**src/hw/sbtc_pkg.sv**
```systemverilog
package sbtc_pkg;

  // ****************************************************************
  // Register indices; the byte address is four times the index.
  // ****************************************************************
  localparam logic [7:0] IDX_BALANCE_GAIN  = 8'h28;
  localparam logic [7:0] IDX_SHARE_BW      = 8'h29;
  localparam logic [7:0] IDX_SHARE_SETTING = 8'h2A;
  localparam logic [7:0] IDX_TEMP_TRIM     = 8'h2B;
  localparam int         NUM_REGS          = 4;

  // ****************************************************************
  // Reset values.
  // ****************************************************************
  localparam logic [7:0] RST_BALANCE_GAIN  = 8'h00;
  localparam logic [7:0] RST_SHARE_BW      = 8'h00;
  localparam logic [7:0] RST_SHARE_SETTING = 8'h00;
  localparam logic [7:0] RST_TEMP_TRIM     = 8'h00;

  // ****************************************************************
  // Field positions.
  // ****************************************************************
  localparam int BAL_GAIN_LSB  = 0;
  localparam int BAL_GAIN_W    = 2;
  localparam int BW_LSB        = 0;
  localparam int BW_W          = 3;
  localparam int SRC_BIT       = 3;
  localparam int STREAM_BIT    = 4;
  localparam int WINDOW_LSB    = 0;
  localparam int DROP_LSB      = 4;
  localparam int NIBBLE_W      = 4;
  localparam int TRIM_LSB      = 0;
  localparam int POL_BIT       = 4;

  // ****************************************************************
  // Timing.
  // ****************************************************************
  localparam int CLK_PERIOD_NS      = 100;
  localparam int BAL_SETTLE_SLOW_MS = 700;
  localparam int BAL_SETTLE_FAST_MS = 10;
  localparam int BAL_UPDATE_NS      = 100000;
  localparam int BAL_CYCLES         = BAL_UPDATE_NS / CLK_PERIOD_NS;
  // Integrator time constant is about 2**BAL_FRAC updates at gain 1.
  localparam int BAL_FRAC           = 13;
  localparam int SHARE_BASE_NS      = 1000;
  localparam int SHARE_BASE_CYCLES  = SHARE_BASE_NS / CLK_PERIOD_NS;
  localparam int TRIM_SHIFT         = 7;

  typedef struct packed {
    logic [1:0] bal_gain;
    logic       stream_sel;
    logic       src_primary;
    logic [2:0] bandwidth;
    logic [3:0] drop;
    logic [3:0] window;
    logic       trim_negative;
    logic [3:0] trim;
  } sbtc_cfg_t;

endpackage : sbtc_pkg

```
**src/hw/sbtc_stream_mod.sv**
```systemverilog
`timescale 1ns/1ns
module sbtc_stream_mod #(
  parameter int W = 12
) (
  input  wire logic         pclk,      // System clock.
  input  wire logic         presetn,   // Asynchronous reset, active low.
  input  wire logic         enable,    // Modulator runs while high.
  input  wire logic [W-1:0] value,     // Level to be coded as ones density.
  output logic              bit_out    // Registered bit stream.
);

  // ****************************************************************
  // First-order accumulator; the carry is the stream bit.
  // ****************************************************************
  logic [W-1:0] acc;
  logic [W-1:0] next_acc;
  logic         next_bit;
  logic [W:0]   sum;

  always_comb begin
    sum      = {1'b0, acc} + {1'b0, value};
    next_acc = acc;
    next_bit = 1'b0;
    if (enable) begin
      next_acc = sum[W-1:0];
      next_bit = sum[W];
    end
  end

  always_ff @(posedge pclk or negedge presetn) begin
    if (!presetn) begin
      acc     <= '0;
      bit_out <= 1'b0;
    end else begin
      acc     <= next_acc;
      bit_out <= next_bit;
    end
  end

endmodule : sbtc_stream_mod

```
**src/hw/sbtc_top.sv**
```systemverilog
`timescale 1ns/1ns
module sbtc_top #(
  parameter int ADC_W  = 12,
  parameter int ADDR_W = 8
) (
  input  wire logic                    pclk,                     // 10 MHz clock.
  input  wire logic                    presetn,                  // Async reset, low.
  input  wire logic                    psel,                     // APB select.
  input  wire logic                    penable,                  // APB access phase.
  input  wire logic                    pwrite,                   // APB write.
  input  wire logic [ADDR_W-1:0]       paddr,                    // APB byte address.
  input  wire logic [31:0]             pwdata,                   // APB write data.
  input  wire logic [3:0]              pstrb,                    // APB byte strobes.
  output logic      [31:0]             prdata,                   // APB read data.
  output logic                         pready,                   // APB ready.
  output logic                         pslverr,                  // APB error.
  input  wire logic [ADC_W-1:0]        primary_current_sense,    // Primary current.
  input  wire logic [ADC_W-1:0]        secondary_current_sense,  // Secondary current.
  input  wire logic [ADC_W-1:0]        temperature_sense_input,  // Raw temperature.
  input  wire logic                    share_digital_tx,         // Digital share bit.
  input  wire logic [ADC_W-1:0]        share_bus_level,          // Level on share bus.
  input  wire logic                    share_master,             // Acting as master.
  input  wire logic                    vs_balance_enable,        // Balance loop on.
  input  wire logic signed [ADC_W-1:0] balance_error,            // Branch imbalance.
  output logic                         share_output_pin,         // Share pin drive.
  output logic      [ADC_W-1:0]        share_current,            // Share measurement.
  output logic                         share_tick,               // Share update pulse.
  output logic                         share_matched,            // Slave matched.
  output logic signed [7:0]            share_trim,               // Voltage trim, LSBs.
  output logic signed [ADC_W+1:0]      bridge_output_b_adjust,   // Extra modulation B.
  output logic signed [ADC_W+1:0]      bridge_output_d_adjust,   // Extra modulation D.
  output logic      [ADC_W-1:0]        temperature_corrected     // Trimmed temperature.
);

  localparam int ACC_W = ADC_W + 2 + sbtc_pkg::BAL_FRAC;
  localparam logic signed [ACC_W-1:0] ACC_MAX = {1'b0, {(ACC_W-1){1'b1}}};
  localparam logic signed [ACC_W-1:0] ACC_MIN = -ACC_MAX;
  localparam logic [10:0] BAL_RELOAD = 11'(sbtc_pkg::BAL_CYCLES - 1);

  // ****************************************************************
  // Register decode.
  // ****************************************************************
  function automatic logic [2:0] reg_hit(input logic [ADDR_W-1:0] addr);
    logic [2:0] r;
    r = 3'h0;
    if (addr[1:0] != 2'h0) begin
      r = 3'h0;
    end else if (addr[ADDR_W-1:2] == (ADDR_W-2)'(sbtc_pkg::IDX_BALANCE_GAIN)) begin
      r = 3'h4;
    end else if (addr[ADDR_W-1:2] == (ADDR_W-2)'(sbtc_pkg::IDX_SHARE_BW)) begin
      r = 3'h5;
    end else if (addr[ADDR_W-1:2] == (ADDR_W-2)'(sbtc_pkg::IDX_SHARE_SETTING)) begin
      r = 3'h6;
    end else if (addr[ADDR_W-1:2] == (ADDR_W-2)'(sbtc_pkg::IDX_TEMP_TRIM)) begin
      r = 3'h7;
    end
    return r;
  endfunction : reg_hit

  localparam logic [7:0] RST_VAL [sbtc_pkg::NUM_REGS] = '{
    sbtc_pkg::RST_BALANCE_GAIN, sbtc_pkg::RST_SHARE_BW,
    sbtc_pkg::RST_SHARE_SETTING, sbtc_pkg::RST_TEMP_TRIM};

  logic [2:0]  hit;
  logic        wr_en;
  logic [7:0]  regs     [sbtc_pkg::NUM_REGS];
  logic [7:0]  next_regs[sbtc_pkg::NUM_REGS];
  logic [31:0] next_prdata;

  assign hit     = reg_hit(paddr);
  // Reads are sampled in the setup cycle, so the access cycle never waits.
  assign pready  = psel & penable;
  assign pslverr = psel & penable & ~hit[2];
  assign wr_en   = psel & penable & pwrite & hit[2] & pstrb[0];

  // ****************************************************************
  // Register bank.
  // ****************************************************************
  for (genvar i = 0; i < sbtc_pkg::NUM_REGS; i++) begin : g_reg
    always_comb begin
      next_regs[i] = regs[i];
      if (wr_en && hit[1:0] == 2'(i)) begin
        next_regs[i] = pwdata[7:0];
      end
    end

    always_ff @(posedge pclk or negedge presetn) begin
      if (!presetn) begin
        regs[i] <= RST_VAL[i];
      end else begin
        regs[i] <= next_regs[i];
      end
    end
  end

  always_comb begin
    next_prdata = prdata;
    if (psel && !penable && !pwrite) begin
      next_prdata = 32'h0000_0000;
      if (reg_hit(paddr) != 3'h0) begin
        next_prdata = {24'h00_0000, regs[hit[1:0]]};
      end
    end
  end

  always_ff @(posedge pclk or negedge presetn) begin
    if (!presetn) begin
      prdata <= 32'h0000_0000;
    end else begin
      prdata <= next_prdata;
    end
  end

  sbtc_pkg::sbtc_cfg_t cfg;

  always_comb begin
    cfg.bal_gain      = regs[0][sbtc_pkg::BAL_GAIN_LSB +: sbtc_pkg::BAL_GAIN_W];
    cfg.stream_sel    = regs[1][sbtc_pkg::STREAM_BIT];
    cfg.src_primary   = regs[1][sbtc_pkg::SRC_BIT];
    cfg.bandwidth     = regs[1][sbtc_pkg::BW_LSB +: sbtc_pkg::BW_W];
    cfg.drop          = regs[2][sbtc_pkg::DROP_LSB +: sbtc_pkg::NIBBLE_W];
    cfg.window        = regs[2][sbtc_pkg::WINDOW_LSB +: sbtc_pkg::NIBBLE_W];
    cfg.trim_negative = regs[3][sbtc_pkg::POL_BIT];
    cfg.trim          = regs[3][sbtc_pkg::TRIM_LSB +: sbtc_pkg::NIBBLE_W];
  end

  // ****************************************************************
  // Volt-second balance integrator.
  // ****************************************************************
  // Each gain step is a shift of two, so the settle time drops by four per step.
  logic [10:0]             bal_cnt;
  logic [10:0]             next_bal_cnt;
  logic                    bal_tick;
  logic signed [ACC_W-1:0] bal_acc;
  logic signed [ACC_W-1:0] next_bal_acc;
  logic signed [ACC_W-1:0] bal_step;
  logic signed [ACC_W:0]   bal_sum;
  logic                    bal_sat;

  assign bal_tick = (bal_cnt == 11'h000);

  always_comb begin
    next_bal_cnt = bal_tick ? BAL_RELOAD : bal_cnt - 11'h001;
    bal_step     = ACC_W'(balance_error) <<< {cfg.bal_gain, 1'b0};
    bal_sum      = {bal_acc[ACC_W-1], bal_acc} + {bal_step[ACC_W-1], bal_step};
    bal_sat      = bal_sum[ACC_W] != bal_sum[ACC_W-1];
    next_bal_acc = bal_acc;
    if (!vs_balance_enable) begin
      next_bal_acc = '0;
    end else if (bal_tick) begin
      if (bal_sat) begin
        next_bal_acc = bal_sum[ACC_W] ? ACC_MIN : ACC_MAX;
      end else begin
        next_bal_acc = bal_sum[ACC_W-1:0];
      end
    end
  end

  always_ff @(posedge pclk or negedge presetn) begin
    if (!presetn) begin
      bal_cnt                <= BAL_RELOAD;
      bal_acc                <= '0;
      bridge_output_b_adjust <= '0;
      bridge_output_d_adjust <= '0;
    end else begin
      bal_cnt                <= next_bal_cnt;
      bal_acc                <= next_bal_acc;
      bridge_output_b_adjust <= bal_acc[ACC_W-1:sbtc_pkg::BAL_FRAC];
      bridge_output_d_adjust <= -bal_acc[ACC_W-1:sbtc_pkg::BAL_FRAC];
    end
  end

  // ****************************************************************
  // Current share.
  // ****************************************************************
  logic [10:0]         sh_cnt;
  logic [10:0]         next_sh_cnt;
  logic [10:0]         sh_period;
  logic [ADC_W-1:0]    next_share_current;
  logic signed [ADC_W:0] sh_diff;
  logic [ADC_W:0]      sh_abs;
  logic                next_share_matched;
  logic signed [7:0]   next_share_trim;
  logic                next_share_pin;
  logic                stream_bit;

  assign share_tick = (sh_cnt == 11'h000);

  always_comb begin
    sh_period   = 11'(sbtc_pkg::SHARE_BASE_CYCLES) << (3'h7 - cfg.bandwidth);
    next_sh_cnt = share_tick ? sh_period - 11'h001 : sh_cnt - 11'h001;
    next_share_current = cfg.src_primary ? primary_current_sense
                                         : secondary_current_sense;
    sh_diff = $signed({1'b0, share_bus_level}) - $signed({1'b0, share_current});
    sh_abs  = sh_diff[ADC_W] ? (ADC_W+1)'(-sh_diff) : sh_diff;
    next_share_matched = sh_abs <= (ADC_W+1)'(cfg.window);
    next_share_trim    = share_trim;
    if (share_master) begin
      next_share_trim = -$signed({4'h0, cfg.drop});
    end else if (share_tick && !next_share_matched) begin
      if (!sh_diff[ADC_W] && share_trim != 8'sh7F) begin
        next_share_trim = share_trim + 8'sh01;
      end else if (sh_diff[ADC_W] && share_trim != -8'sh7F) begin
        next_share_trim = share_trim - 8'sh01;
      end
    end
    next_share_pin = cfg.stream_sel ? stream_bit : share_digital_tx;
  end

  sbtc_stream_mod #(.W(ADC_W)) u_stream (
    .pclk    (pclk),
    .presetn (presetn),
    .enable  (cfg.stream_sel),
    .value   (share_current),
    .bit_out (stream_bit)
  );

  always_ff @(posedge pclk or negedge presetn) begin
    if (!presetn) begin
      sh_cnt           <= '0;
      share_current    <= '0;
      share_matched    <= 1'b0;
      share_trim       <= '0;
      share_output_pin <= 1'b0;
    end else begin
      sh_cnt           <= next_sh_cnt;
      share_current    <= next_share_current;
      share_matched    <= next_share_matched;
      share_trim       <= next_share_trim;
      share_output_pin <= next_share_pin;
    end
  end

  // ****************************************************************
  // Temperature gain trim.
  // ****************************************************************
  // Full-scale trim of 15/128 gives roughly twelve percent either way.
  logic [ADC_W+3:0]   t_prod;
  logic [ADC_W-1:0]   t_delta;
  logic [ADC_W:0]     t_sum;
  logic [ADC_W-1:0]   next_temp;

  always_comb begin
    t_prod  = temperature_sense_input * cfg.trim;
    t_delta = ADC_W'(t_prod >> sbtc_pkg::TRIM_SHIFT);
    if (cfg.trim_negative) begin
      t_sum     = {1'b0, temperature_sense_input} - {1'b0, t_delta};
      next_temp = t_sum[ADC_W] ? '0 : t_sum[ADC_W-1:0];
    end else begin
      t_sum     = {1'b0, temperature_sense_input} + {1'b0, t_delta};
      next_temp = t_sum[ADC_W] ? '1 : t_sum[ADC_W-1:0];
    end
  end

  always_ff @(posedge pclk or negedge presetn) begin
    if (!presetn) begin
      temperature_corrected <= '0;
    end else begin
      temperature_corrected <= next_temp;
    end
  end

  // ****************************************************************
  // Assertions.
  // ****************************************************************
  property p_bal_gain;
    @(posedge pclk) disable iff (!presetn)
    bal_tick && vs_balance_enable && !bal_sat |=>
      bal_acc == $past(bal_acc) + $past(bal_step)
      && $past(bal_step) == ($past(ACC_W'(balance_error)) <<< (2 * $past(cfg.bal_gain)));
  endproperty
  a_bal_gain: assert property (p_bal_gain) else $error("balance step gain wrong");

  property p_bal_period;
    @(posedge pclk) disable iff (!presetn)
    bal_tick |=> bal_cnt == BAL_RELOAD ##1 !bal_tick [*8];
  endproperty
  a_bal_period: assert property (p_bal_period) else $error("balance period wrong");

  property p_stream_pin;
    @(posedge pclk) disable iff (!presetn)
    cfg.stream_sel ##1 cfg.stream_sel |-> share_output_pin == $past(stream_bit);
  endproperty
  a_stream_pin: assert property (p_stream_pin) else $error("stream not on pin");

  property p_digital_pin;
    @(posedge pclk) disable iff (!presetn)
    !cfg.stream_sel |=> share_output_pin == $past(share_digital_tx);
  endproperty
  a_digital_pin: assert property (p_digital_pin) else $error("digital share not on pin");

  property p_share_src;
    @(posedge pclk) disable iff (!presetn)
    1'b1 |=> share_current == ($past(cfg.src_primary) ? $past(primary_current_sense)
                                                      : $past(secondary_current_sense));
  endproperty
  a_share_src: assert property (p_share_src) else $error("share source wrong");

  property p_share_bw;
    @(posedge pclk) disable iff (!presetn)
    share_tick |=> sh_cnt == 11'(($past(sh_period)) - 11'h001);
  endproperty
  a_share_bw: assert property (p_share_bw) else $error("share period wrong");

  property p_master_drop;
    @(posedge pclk) disable iff (!presetn)
    share_master |=> share_trim == -$signed({4'h0, $past(cfg.drop)});
  endproperty
  a_master_drop: assert property (p_master_drop) else $error("master drop wrong");

  property p_slave_hold;
    @(posedge pclk) disable iff (!presetn)
    !share_master && next_share_matched |=> share_trim == $past(share_trim) && share_matched;
  endproperty
  a_slave_hold: assert property (p_slave_hold) else $error("slave moved while matched");

  property p_temp_pol;
    @(posedge pclk) disable iff (!presetn)
    cfg.trim != 4'h0 && temperature_sense_input >= ADC_W'(256) |=>
      ($past(cfg.trim_negative) ? temperature_corrected < $past(temperature_sense_input)
                                : temperature_corrected >= $past(temperature_sense_input));
  endproperty
  a_temp_pol: assert property (p_temp_pol) else $error("trim polarity wrong");

  property p_bridge_opposite;
    @(posedge pclk) disable iff (!presetn)
    bridge_output_b_adjust == -bridge_output_d_adjust;
  endproperty
  a_bridge_opposite: assert property (p_bridge_opposite) else $error("bridge not opposite");

  property p_readback;
    @(posedge pclk) disable iff (!presetn)
    wr_en ##1 !psel ##1 (psel && !penable && !pwrite && paddr == $past(paddr, 2)) |=>
      prdata == {24'h00_0000, $past(pwdata[7:0], 3)};
  endproperty
  a_readback: assert property (p_readback) else $error("readback mismatch");

endmodule : sbtc_top

```
**config.mk**
```make
export PLATFORM = sky130hd
export DESIGN_NAME = sbtc_top
export DESIGN_NICKNAME = d
export VERILOG_FILES = /design/src/hw/sbtc_pkg.sv /design/src/hw/sbtc_stream_mod.sv /design/src/hw/sbtc_top.sv
export SDC_FILE = /design/constraint.sdc
export NUM_CORES = 1
export LEC_CHECK = 0
export ABC_AREA = 1
export BUFFER_PORTS_ARGS = -buffer_cell sky130_fd_sc_hd__buf_4
export CORE_ASPECT_RATIO = 0.6
export CORE_UTILIZATION = 53
export CTS_CLUSTER_DIAMETER = 120
export DETAILED_ROUTE_END_ITERATION = 8
export PLACE_DENSITY_LB_ADDON = 0.15
export REMOVE_ABC_BUFFERS = 1
export SETUP_SLACK_MARGIN = 0.4
export SLEW_MARGIN = 5
export SYNTH_ARGS = -nofsm -noshare
export SYNTH_HDL_FRONTEND = slang
export SYNTH_SLANG_ARGS = --single-unit
```
**constraint.sdc**
```tcl
create_clock -name pclk -period 5.2 [get_ports pclk]
set_input_delay 0.52 -clock pclk [delete_from_list [all_inputs] [get_ports pclk]]
set_output_delay 0.52 -clock pclk [all_outputs]
set_load 0.05 [all_outputs]
```
# After elaboration in Yosys (flattened, before gate mapping)
# Cells that the tools add are included.
[classes]
add_sub_neg = 14
n_mul = 1
n_div = 0
magnitude_cmp = 2
n_eq_ne = 11
shift = 2
n_mux = 27
bitwise = 7
n_reduce_logical = 21
[ops]
columns = ["operator", "count"]
rows = [
  ["two-way mux 27 bit", 4],
  ["two-way mux 8 bit", 7],
  ["two-way mux 12 bit", 4],
  ["subtractor 11 x 1 -> 11 bit, second input constant", 3],
  ["adder 27 x 27 -> 28 bit", 1],
  ["<<< shifter 12 x 3 -> 27 bit", 1],
  ["equality test 6 bit, second input constant", 4],
  ["logical NOT 11 bit", 2],
  ["two-way mux 11 bit", 2],
  ["two-way mux 3 bit", 6],
  ["binary-select mux 8 bit (select 2 bit)", 1],
  ["multiplier 12 x 4 -> 16 bit", 1],
  ["inequality test 8 bit, second input constant", 2],
  ["negation 14 bit", 1],
  ["adder 12 x 12 -> 13 bit", 1],
  ["adder 12 x 9 -> 13 bit", 1],
  ["<= comparator 13 x 4 -> 1 bit", 1],
  ["two-way mux 13 bit", 1],
  ["negation 13 bit", 1],
  ["subtractor 12 x 12 -> 13 bit", 1],
  ["subtractor 12 x 9 -> 13 bit", 1],
  ["left shift 4 x 3 -> 11 bit, first input constant", 1],
  ["logical AND 1 bit", 9],
  ["adder 8 x 2 -> 8 bit, second input constant", 1],
  ["other kinds (17)", 28],
]
[totals]
regBits = 188
latch_bits = 0
mem_bits_rw = 0
romBits = 0
out_inout_bits = 97
mem_count = 0

# Logic depth before layout (Yosys ltp)
# Gate-level depths: netlist of the first run.
[depth]
depth_word = 11
mapped_depth = 31
mapped_depth_nobuf = 31

# Modules after synthesis
# From an unflattened synthesis of the first run, not the netlist that was laid out.
[hier_totals]
hier_cells = 1761
hier_area_um2 = 13125.1
[modules_own_cells]
columns = ["mod", "n_inst", "cells_per_inst", "area_per_inst_um2", "seq_area_each_um2"]
rows = [
  ["sbtc_top", 1, 1589, 11992.8, 3763.6],
  ["sbtc_stream_mod", 1, 172, 1132.3, 325.3],
]

# Worst setup path before layout of the first run
# Ideal clock, no wire load.
[synth_path]
path_kind = "register to register"
startpoint = "register regs (netlist bit cfg[3])"
endpoint = "register temperature_corrected[11]"
setup_time_ps = 131
arrival_time_ps = 4751
setup_slack_ps = 318
stages_incl_launch_ff = 27
path_buffers = 1
synth_period_minus_slack_ps = 4882
path_cell_list = "dfrtp_1 clkbuf_1 nand2_1 fa_1 fa_1 inv_1 ha_1 nand2_1 nor3_1 a21oi_1 o21bai_1 a21oi_1 o21bai_1 a21o_1 xor2_1 inv_1 ha_1 nand3_1 and2_1 nor3_1 nor2_1 o21ai_0 inv_1 o21ai_0 nand3_1 nand2_1 o21ai_0"
[synth_via]
elab_chain_cells = 4
elab_cells_between_ends = 6
[synth_rtl]
columns = ["item", "line", "rtl"]
rows = [
  ["start, declared", "sbtc_top.sv:66", "logic [7:0] regs [sbtc_pkg::NUM_REGS];"],
  ["start signal, assigned by index", "sbtc_top.sv:89", "regs[i] <= RST_VAL[i];"],
  ["start signal, assigned by index", "sbtc_top.sv:91", "regs[i] <= next_regs[i];"],
  ["multiplier 12 x 4 -> 16 bit *", "sbtc_top.sv:244", "t_prod = temperature_sense_input * cfg.trim;"],
  ["adder 12 x 9 -> 13 bit or subtractor 12 x 9 -> 13 bit (tied branches)", "sbtc_top.sv:250, sbtc_top.sv:247", ""],
  ["two-way mux 12 bit, on equally long branches", "sbtc_top.sv:251, sbtc_top.sv:248", ""],
  ["two-way mux 12 bit *", "sbtc_top.sv:246", "if (cfg.trim_negative) begin"],
  ["via next_temp[11]", "sbtc_top.sv:241", "logic [ADC_W-1:0] next_temp;"],
  ["end signal, assigned", "sbtc_top.sv:259", "temperature_corrected <= next_temp;"],
  ["end, declared", "sbtc_top.sv:32", "output logic [ADC_W-1:0] temperature_corrected"],
]
# The timed path passes the listed nets; every way through them passes the cells marked *.
# A chain may end at the register's enable or synchronous reset.

# Final worst setup path of the first run
[layout_path]
startpoint = "register regs (netlist bit cfg[3])"
endpoint = "register temperature_corrected[2]"
# The elaborated chain is that of the path after synthesis.

==> key figures, run 1 <==
Power
  • Power Dens Cells: 229 mW/mm2
  • P_int: 0.00237 W
  • Seq pwr share: 37.8%
  • P_sw: 0.00124 W
  • Max VDD drop: 238 uV
  • Leak Pwr: 8.48 nW
  • Logic pwr share: 26.1%
  • Clk pwr share: 36.1%
  • Switching Share: 34.4%

Clock tree
  • CTS max path bufs: 2
  • H-tree Lvls: 4
  • CTS sink count: 163
  • Clk root buf: clkbuf_16
  • Clock slew at reported path FFs: 0.07 ns
  • CTS Buf Count: 17
  • Clk_lat worst skew: 0.46 ns
  • CTS tree: yes
  • CTS Hold Buffers Added: 0

Setup path
  • Crit path DAT: 5.13 ns
  • Worst setup path category: reg2reg
  • WP data required: 5.57 ns
  • Cell mode on critical path: nand2_2
  • Worst-path fanout max: 6
  • Slowest stage cell on the critical path: fa_1
  • Largest stage delay, worst path: 0.55 ns
  • Worst setup EP type: register
  • Startpoint types: register

Global routing
  • GR Overflow Total: 0
  • Pin count of the biggest net entering global routing: 87
  • Antenna violations before repair: 0
  • Vias in the first global route: 10.9k
  • Gr usage total: 27.8%
  • Wire length of the first global-routing pass: 55.2 mm

Finish
  • FILL cells: 2193
  • Nets: 2179
  • Ratio of cells with drive above 1 in the final layout: 20.0%
  • Footprint of the multi-input gates: 0.00803 mm2
  • Reg area: 0.00409 mm2
  • P&R area growth vs syn: 19.9%
  • # diodes: 0

STA
  • RSZ-0062 raised after global routing: true
  • Post-route minimum period: 4.76 ns
  • Post-route setup TNS: 0 ns
  • Worst Tran Pin Value: 0.796 ns
  • Final Hold Viols: 0
  • Max Clock Freq: 210 MHz
  • Fin. max-slew vios: 0
  • Fin crit share: 91.4%
  • Hold slack: 0.129 ns
  • Skew final: 0.0148 ns
  • Relative slew slack: 46.6%
  • Setup Viol. Count Final: 0

Logic synthesis
  • Unique masters post-synth: 59
  • Post-synth ARST share: 100%
  • Sequential area share after synthesis: 31.1%
  • Ys flop type: dfrtp_1
  • Top-count cell post-synth: nand2_1
  • Number of synthesized flops with an enable pin: 0
  • YS warnings: 0
  • Mapped Cells: 1748
  • Synthesis-stage register bit count: 163
  • Synth Area per Inst: 7.52 um2
  • Area contributors post-synth: dfrtp_1, nand2_1, ha_1
  • Top cell type's share of synthesized area: 29.5%
  • Synthesized area: 0.0131 mm2
  • Post-synth top area cell: dfrtp_1
  • Post-synth top cells: nand2_1, inv_1, dfrtp_1

Placement
  • GP Congestion: 0.974
  • Detailed Place HPWL: 26.3 mm
  • IO buf count: 157

Route
  • DRT antenna net count: 0
  • Vias: 12.1k
  • Iter 0 DRT Violations: 972
  • Routed Wire Length: 34.8 mm
  • Via density: 5.30
  • Wire per inst: 15.3 um
  • DRT Pass-1 Iters: 5
  • DRC Markers: 0

Run status
  • Outcome: finished clean

Die
  • I/O pin cnt: 209
  • Die height: 124 um
  • Die area: 0.0254 mm2
  • Core area: 0.0243 mm2
  • Num rows: 44
  • Die X: 205 um
  • Starting density of the core: 54.1%

Min path
  • Min-delay worst type: in2async

Run
  • MaxCap Viol Count: 0
-- cells by family (layout without fill, tap and decap cells) --
| family | count (synthesis) | after routing | synth area share, % |
|---|---|---|---|
| AOI/OAI and AO/OA | 268 | 268 | 11.9 |
| xor gates and xnor gates | 82 | 82 | 5.47 |
| adders and majority gates | 128 | 128 | 13.6 |
| buffers and inverters | 331 | 512 | 10.9 |
| DFF | 163 | 163 | 31.1 |
| muxes | 22 | 22 | 1.79 |
| other | 1 | 24 | 0.0285 |
| and+or+nand+nor | 753 | 753 | 25.2 |
-- flip-flops by register name (all words and copies together) (netlist names) --
register	cells
bal_acc	27
bal_cnt	11
bridge_output_b_adjust	13
bridge_output_d_adjust	14
cfg	20
prdata	8
regs	12
sh_cnt	11
share_current	12
share_matched	1
share_output_pin	1
share_trim	8
temperature_corrected	12
u_stream.acc	12
u_stream.bit_out	1
-- final cells by class --
| cell class | instances | area share [%] |
|---|---|---|
| multi-input cells | 1277 | 51.0 |
| flip-flops and latches | 163 | 26.0 |
| inverters | 268 | 6.40 |
| repair buffers | 212 | 10.3 |
| well taps | 322 | 2.56 |
| clock buffers | 17 | 2.70 |
| clock inverters | 15 | 1.10 |
-- per-stage QoR --
stage	std cells	cell area, um2	total power (W)	setup slack, ns	utilization [%]
global placement	2219	14600	0.00228	0.100	60.2
CTS	2256	15400	0.00362	0.402	63.2
global route	2274	15800	0.00381	0.251	64.9
floorplan	1708	12800	0.00202	0.450	-
finish	2274	15800	0.00361	0.445	64.9
detailed placement	2219	14600	0.00230	-0.0513	60.2
-- cell usage in the layout (no fill, tap or decap), drive strengths merged, types with 2 or more instances in the layout --
cell / count
o21ai: 122
o21bai: 9
and2: 2
a31oi: 10
nand2: 472
nor3: 26
fa: 25
o31ai: 2
xnor2: 27
or2: 7
conb: 24
mux2: 12
dfrtp: 155
clkinv: 8
o22ai: 13
nand4: 17
ha: 103
nor3b: 2
a211oi: 4
clkbuf: 17
a21oi: 79
inv: 272
a21boi: 6
o211ai: 3
a21o: 5
nand3: 121
o2111ai: 2
xor2: 55
a221oi: 9
mux2i: 10
dfstp: 8
nor2: 100
bufinv: 2
nand3b: 5
buf: 212
-- repair_timing --
| action | 4_1_cts | 5_1_grt |
|---|---|---|
| endpoints found under the setup margin | 12 | 12 |
| setup buffers | 5 | 17 |
| resized for setup | 21 | 77 |
| pin swaps | 13 | 44 |
| endpoints found under the hold margin | 0 | 0 |
| cloned | 0 | 1 |
-- power groups by stage --
stage	clock, W	combinational (W)	sequential [W]
6_report	0.00130	0.000943	0.00137
5_1_grt	0.00139	0.00105	0.00137
4_1_cts	0.00133	0.000921	0.00137
3_5_place_dp	0	0.000909	0.00139
3_3_place_gp	0	0.000895	0.00139
2_1_floorplan	0	0.000535	0.00149
-- layer usage --
metal  track usage [%]  vias up  part of all wire (%)  wire, um
met5                 0        -                     0         0
met4              5.69        0                   1.0       364
met3              6.28       31                   7.5      2610
met2              39.4      409                    41     14200
met1              42.8     5631                    51     17600
li1                  -     5985                     -         -
-- final timing paths --
| check | slack [ns] | cells after the start | end | startpoint |
|---|---|---|---|---|
| worst min register to register | 0.46 | 1 | bal_cnt[0] | bal_cnt[0] |
| min in group pclk | 0.27 | 3 | share_output_pin | share_digital_tx |
| max in group asynchronous | 3.94 | 2 | u_stream.acc[2] | presetn |
| worst max-delay path | 0.44 | 28 | temperature_corrected[2] | cfg[3] |
| worst min-delay path | 0.13 | 1 | share_current[7] | presetn |
| worst max register to register | 0.44 | 28 | temperature_corrected[2] | cfg[3] |
-- critical path: cells and delay by family, from the launching register on --
kind,cells,cell delay (ns)
compound gates,7,0.83
buf+inv,7,0.70
fa+ha+maj,4,1.77
flops,1,0.43
simple gates,9,0.72
xor+xnor,1,0.20
No activity file was read; power rests on OpenSTA's default activity.
==> run 2: changes to the inputs <==
--- a/config.mk
+++ b/config.mk
@@ -7,8 +7,10 @@
 export LEC_CHECK = 0
 export ABC_AREA = 1
 export BUFFER_PORTS_ARGS = -buffer_cell sky130_fd_sc_hd__buf_4
+export CELL_PAD_IN_SITES_DETAIL_PLACEMENT = 1
+export CELL_PAD_IN_SITES_GLOBAL_PLACEMENT = 2
 export CORE_ASPECT_RATIO = 0.6
-export CORE_UTILIZATION = 53
+export CORE_UTILIZATION = 30
 export CTS_CLUSTER_DIAMETER = 120
 export DETAILED_ROUTE_END_ITERATION = 8
 export PLACE_DENSITY_LB_ADDON = 0.15
==> key figures, run 2 (synthesized netlist as in run 1, its figures left out) <==
Global routing
  • Wire length of the first global-routing pass: 68.9 mm
  • Antenna violations before repair: 2
  • Pin count of the biggest net entering global routing: 109
  • Vias in the first global route: 12.5k
  • Gr usage total: 19.8%
  • GR Overflow Total: 0

Power
  • P_int: 0.00230 W
  • P_sw: 0.00136 W
  • Clk pwr share: 35.9%
  • Logic pwr share: 26.7%
  • Power Dens Cells: 224 mW/mm2
  • Switching Share: 37.1%
  • Seq pwr share: 37.4%
  • Max VDD drop: 208 uV
  • Leak Pwr: 8.64 nW

Run
  • MaxCap Viol Count: 0

Run status
  • Outcome: finished clean

Route
  • Via density: 4.71
  • Metal3 WL: 1.30 mm
  • Max layer used: met4
  • Vias: 12.0k
  • Routed Wire Length: 42.9 mm
  • M1 WL: 23.8 mm
  • Iter 0 DRT Violations: 565
  • Met2 Wirelength: 17.3 mm
  • DRT antenna net count: 0
  • DRC Markers: 0
  • DRT Pass-1 Iters: 5
  • Wire per inst: 16.9 um

Clock tree
  • CTS sink count: 163
  • Clk_lat worst skew: 0.47 ns
  • CTS max path bufs: 2
  • CTS Buf Count: 17
  • Clock slew at reported path FFs: 0.09 ns
  • CTS tree: yes
  • Clk root buf: clkbuf_16
  • H-tree Lvls: 4

Setup path
  • Worst-path fanout max: 10
  • R2R setup slack: 0.27 ns
  • Cell mode on critical path: nand2_2
  • WP data required: 5.52 ns
  • Reg2reg start: cfg[3]
  • Buffers & Inverters on Critical Path: 10
  • Largest stage delay, worst path: 0.54 ns
  • R2R depth: 30
  • Worst setup path category: reg2reg
  • R2R Path End: temperature_corrected[4]
  • Crit path DAT: 5.25 ns
  • Slowest stage cell on the critical path: fa_1
  • Cell family with most CP delay: adder cells
  • Worst setup EP type: register
  • Startpoint types: register

Finish
  • Top reg by flops: bal_acc
  • Commonest cells after routing, fill and taps aside: nand2_1, inv_1, buf_4
  • Ratio of cells with drive above 1 in the final layout: 21.8%
  • Finished Core Util: 38.4%
  • P&R area growth vs syn: 24.4%
  • FILL cells: 5253
  • Commonest non-fill, non-tap cell in the layout: nand2_1
  • Max reg flops: 27
  • Nets: 2199

Die
  • I/O pin cnt: 209
  • Starting density of the core: 30.9%
  • Die height: 164 um
  • Num rows: 58
  • Die area: 0.0447 mm2
  • Core area: 0.0425 mm2
  • Die X: 272 um

STA
  • Max Clock Freq: 203 MHz
  • Worst Tran Pin Value: 0.902 ns
  • Post-route minimum period: 4.93 ns
  • Fin. max-slew vios: 0
  • Setup Viol. Count Final: 0
  • Relative slew slack: 39.8%
  • Fin crit share: 94.8%
  • Post-route setup TNS: 0 ns
  • Skew final: 0.0197 ns
  • Hold slack: 0.00941 ns
  • Final Hold Viols: 0
  • RSZ-0062 raised after global routing: true

Placement
  • IO buf count: 157
  • GP Congestion: 0.819
  • Detailed Place HPWL: 33.8 mm

Min path
  • Min-delay worst type: in2async
run 2: cell types whose count changed in the layout (fill, tap and decap cells not counted), moves of 3 or more:
cell	before	now
buf_4	203	220
inv_8	2	5
nand2_1	436	430
nand2_2	28	33
o21ai_1	17	12
o21ai_2	5	9
run 2: worst register-to-register path: cells and delay by family, from the launching register on:
| kind | cells | cell delay, ns |
|---|---|---|
| fa+ha+maj | 4 | 1.49 |
| buf+inv | 10 | 1.06 |
| compound gates | 7 | 1.04 |
| simple gates | 9 | 0.74 |
| flops | 1 | 0.46 |
run 2: metal layers:
metal,up-vias,global-route usage [%]
li1,6023,-
met1,5778,30.2
met2,145,28.7
met3,32,3.13
met4,0,4.98
met5,-,0
run 2: layout make-up:
class	instances	area [um2]	area share (%)
Sequential cell	163	4090	25.0
Tap cell	570	713	4.36
Clock buffer	17	425	2.60
Antenna cell	2	5.00	0.0306
Inverter	268	1010	6.19
Clock inverter	15	159	0.972
Timing Repair Buffer	232	1820	11.1
Multi-Input combinational cell	1277	8120	49.7
run 2: how the worst max path moves through the flow:
stage	depth (start not counted)	end	startpoint	slack, ns
3_3_place_gp	28	temperature_corrected[11]	temperature_sense_input[0]	-0.06
6_report	30	temperature_corrected[4]	cfg[3]	0.27
4_1_cts	30	temperature_corrected[4]	cfg[1]	0.34
5_1_grt	31	temperature_corrected[4]	cfg[2]	0.06
3_5_place_dp	28	temperature_corrected[11]	temperature_sense_input[0]	-0.31
2_1_floorplan	25	temperature_corrected[11]	cfg[3]	0.45
run 2: per-stage QoR:
stage / setup slack [ns] / power [W] / area [um2] / std cells
global placement: -0.0615 / 0.00233 / 15100 / 2489
floorplan: 0.450 / 0.00202 / 12800 / 1708
detailed placement: -0.315 / 0.00235 / 15100 / 2489
global route: 0.0635 / 0.00387 / 16300 / 2544
finish: 0.269 / 0.00366 / 16300 / 2544
CTS: 0.339 / 0.00371 / 16200 / 2537
run 2: repair_timing:
item,4_1_cts,5_1_grt
resized for setup,93,31
hold buffers,0,0
setup endpoints to repair,12,12
cloned,1,0
setup buffers,15,5
endpoints found under the hold margin,0,0
pin swaps,34,25
run 2: power groups by stage:
stage | logic [W] | registers [W] | clock network [W]
floorplan | 0.000535 | 0.00149 | 0
global placement | 0.000940 | 0.00139 | 0
detailed placement | 0.000957 | 0.00139 | 0
CTS | 0.000979 | 0.00137 | 0.00136
global route | 0.00110 | 0.00138 | 0.00140
finish | 0.000977 | 0.00137 | 0.00132
==> run 3: changes to the inputs <==
--- a/config.mk
+++ b/config.mk
@@ -14,7 +14,6 @@
 export CTS_CLUSTER_DIAMETER = 120
 export DETAILED_ROUTE_END_ITERATION = 8
 export PLACE_DENSITY_LB_ADDON = 0.15
-export REMOVE_ABC_BUFFERS = 1
 export SETUP_SLACK_MARGIN = 0.4
 export SLEW_MARGIN = 5
 export SYNTH_ARGS = -nofsm -noshare
==> key figures, run 3 (synthesized netlist as in run 1, its figures left out) <==
Setup path
  • Worst setup path category: reg2reg
  • Reg2reg start: cfg[1]
  • Startpoint types: register
  • Buffers & Inverters on Critical Path: 10
  • Worst-path fanout max: 7
  • Largest stage delay, worst path: 0.52 ns
  • Worst setup EP type: register
  • R2R Path End: temperature_corrected[0]
  • Crit path DAT: 5.03 ns
  • Cell family with most CP delay: adder cells
  • R2R setup slack: 0.47 ns
  • R2R depth: 30
  • Slowest stage cell on the critical path: fa_1
  • WP data required: 5.50 ns

Placement
  • Placed instance count: 2485
  • IO buf count: 157
  • GP Congestion: 0.809
  • Detailed Place HPWL: 33.7 mm

Global routing
  • Wire length of the first global-routing pass: 69.5 mm
  • Antenna violations before repair: 0
  • GR Overflow Total: 0
  • Pin count of the biggest net entering global routing: 93
  • Vias in the first global route: 12.4k
  • Gr usage total: 19.9%

Clock tree
  • CTS Buf Count: 17
  • H-tree Lvls: 4
  • Clock slew at reported path FFs: 0.07 ns
  • Clk_lat worst skew: 0.46 ns
  • CTS sink count: 163
  • CTS tree: yes
  • Clk root buf: clkbuf_16
  • CTS Hold Buffers Added: 0
  • CTS max path bufs: 2

Route
  • Iter 0 DRT Violations: 489
  • DRT antenna net count: 0
  • Wire per inst: 17.0 um
  • DRC Markers: 0
  • DRT Pass-1 Iters: 5
  • Routed Wire Length: 43.3 mm
  • Via density: 4.69
  • Vias: 11.9k

Power
  • P_int: 0.00241 W
  • P_sw: 0.00128 W
  • Power Total: 0.00369 W
  • Switching Share: 34.7%
  • Seq pwr share: 37.1%
  • Max VDD drop: 192 uV
  • Clk pwr share: 36.4%
  • Power Dens Cells: 225 mW/mm2
  • Logic pwr share: 26.5%
  • Leak Pwr: 8.59 nW

Min path
  • Min-delay worst type: in2async

Finish
  • Nets: 2199
  • Commonest non-fill, non-tap cell in the layout: nand2_1
  • Post-Layout Cell Count: 2542
  • # diodes: 0
  • Ratio of cells with drive above 1 in the final layout: 21.4%
  • Max reg flops: 27
  • Commonest cells after routing, fill and taps aside: nand2_1, inv_1, buf_4
  • P&R area growth vs syn: 24.4%
  • Top reg by flops: bal_acc

Die
  • Die X: 272 um
  • Die height: 164 um
  • Core area: 0.0425 mm2
  • Die area: 0.0447 mm2
  • I/O pin cnt: 209
  • Starting density of the core: 30.9%
  • Num rows: 58

STA
  • Setup Viol. Count Final: 0
  • Post-route minimum period: 4.73 ns
  • Skew final: 0.0164 ns
  • Fin. max-slew vios: 0
  • RSZ-0062 raised after global routing: true
  • Max Clock Freq: 211 MHz
  • Final Hold Viols: 0
  • Relative slew slack: 38.4%
  • Fin crit share: 91.0%
  • Worst Tran Pin Value: 0.923 ns

Run
  • MaxCap Viol Count: 0

Run status
  • Outcome: finished clean
==> run 3: cell count changes in the layout (fill, tap and decap cells not counted), sizes merged <==
cell	before	now
buf	232	230
bufinv	0	2
clkbuf	17	24
clkinv	6	3
clkinvlp	3	4
diode	2	0
inv	274	269
==> run 3: power by group through the flow <==
stage                     clock (W)  combinational [W]  sequential (W)
after floorplan                   0           0.000565         0.00148
after global placement            0           0.000941         0.00139
after detailed placement          0           0.000961         0.00139
after CTS                   0.00138           0.000980         0.00137
after global routing        0.00142            0.00109         0.00138
final                       0.00134           0.000976         0.00137
==> run 3: repair_timing <==
action                                  CTS  global route
endpoints found under the hold margin     0             0
gates resized for setup                  65            55
setup buffers                            15             9
pin swaps                                30            27
cloned                                    1             0
endpoints found under the setup margin   12            12
==> run 3: worst register-to-register path, delay by kind of cell, from the launching register on <==
family,cells,cell delay [ns]
adder cells (fa/ha/maj),4,1.57
buffers and inverters,10,1.04
AO/OA/AOI/OAI,6,0.84
AND/OR/NAND/NOR,10,0.72
flip-flops,1,0.40
==> run 3: how the worst max path moves through the flow <==
stage | start | end | slack [ns] | cells past startpoint
floorplan | cfg[3] | temperature_corrected[11] | 0.40 | 26
global placement | temperature_sense_input[0] | temperature_corrected[8] | 0.07 | 30
detailed placement | temperature_sense_input[0] | temperature_corrected[5] | -0.11 | 30
CTS | cfg[3] | temperature_corrected[0] | 0.40 | 30
global route | cfg[1] | temperature_corrected[11] | 0.24 | 31
finish | cfg[1] | temperature_corrected[0] | 0.47 | 30
==> run 3: layout make-up <==
cell class,count,area (um2)
fillers,5215,26200
multi-input cells,1277,8110
flip-flops and latches,163,4090
repair buffers,232,1830
inverters,268,1010
well taps,570,713
clock buffers,22,474
clock inverters,10,121
==> run 3: stage by stage <==
stage                     setup TNS, ns  setup slack, ns  hold slack (ns)  instance area (um2)  utilization, %
after global placement                0           0.0673            0.438                15100            35.5
after global routing                  0            0.243            0.186                16400            38.5
after detailed placement         -0.588           -0.107            0.441                15100            35.5
after CTS                             0            0.399            0.156                16100            37.8
final                                 0            0.469            0.131                16400            38.5
after floorplan                       0            0.402            0.224                13200               -
==> run 3: metal layers <==
layer	track usage (%)	wire, um	up-vias
li1	-	-	6001
met1	30.1	23300	5735
met2	29.4	18100	162
met3	3.39	1410	34
met4	4.09	544	0
met5	0	0	-
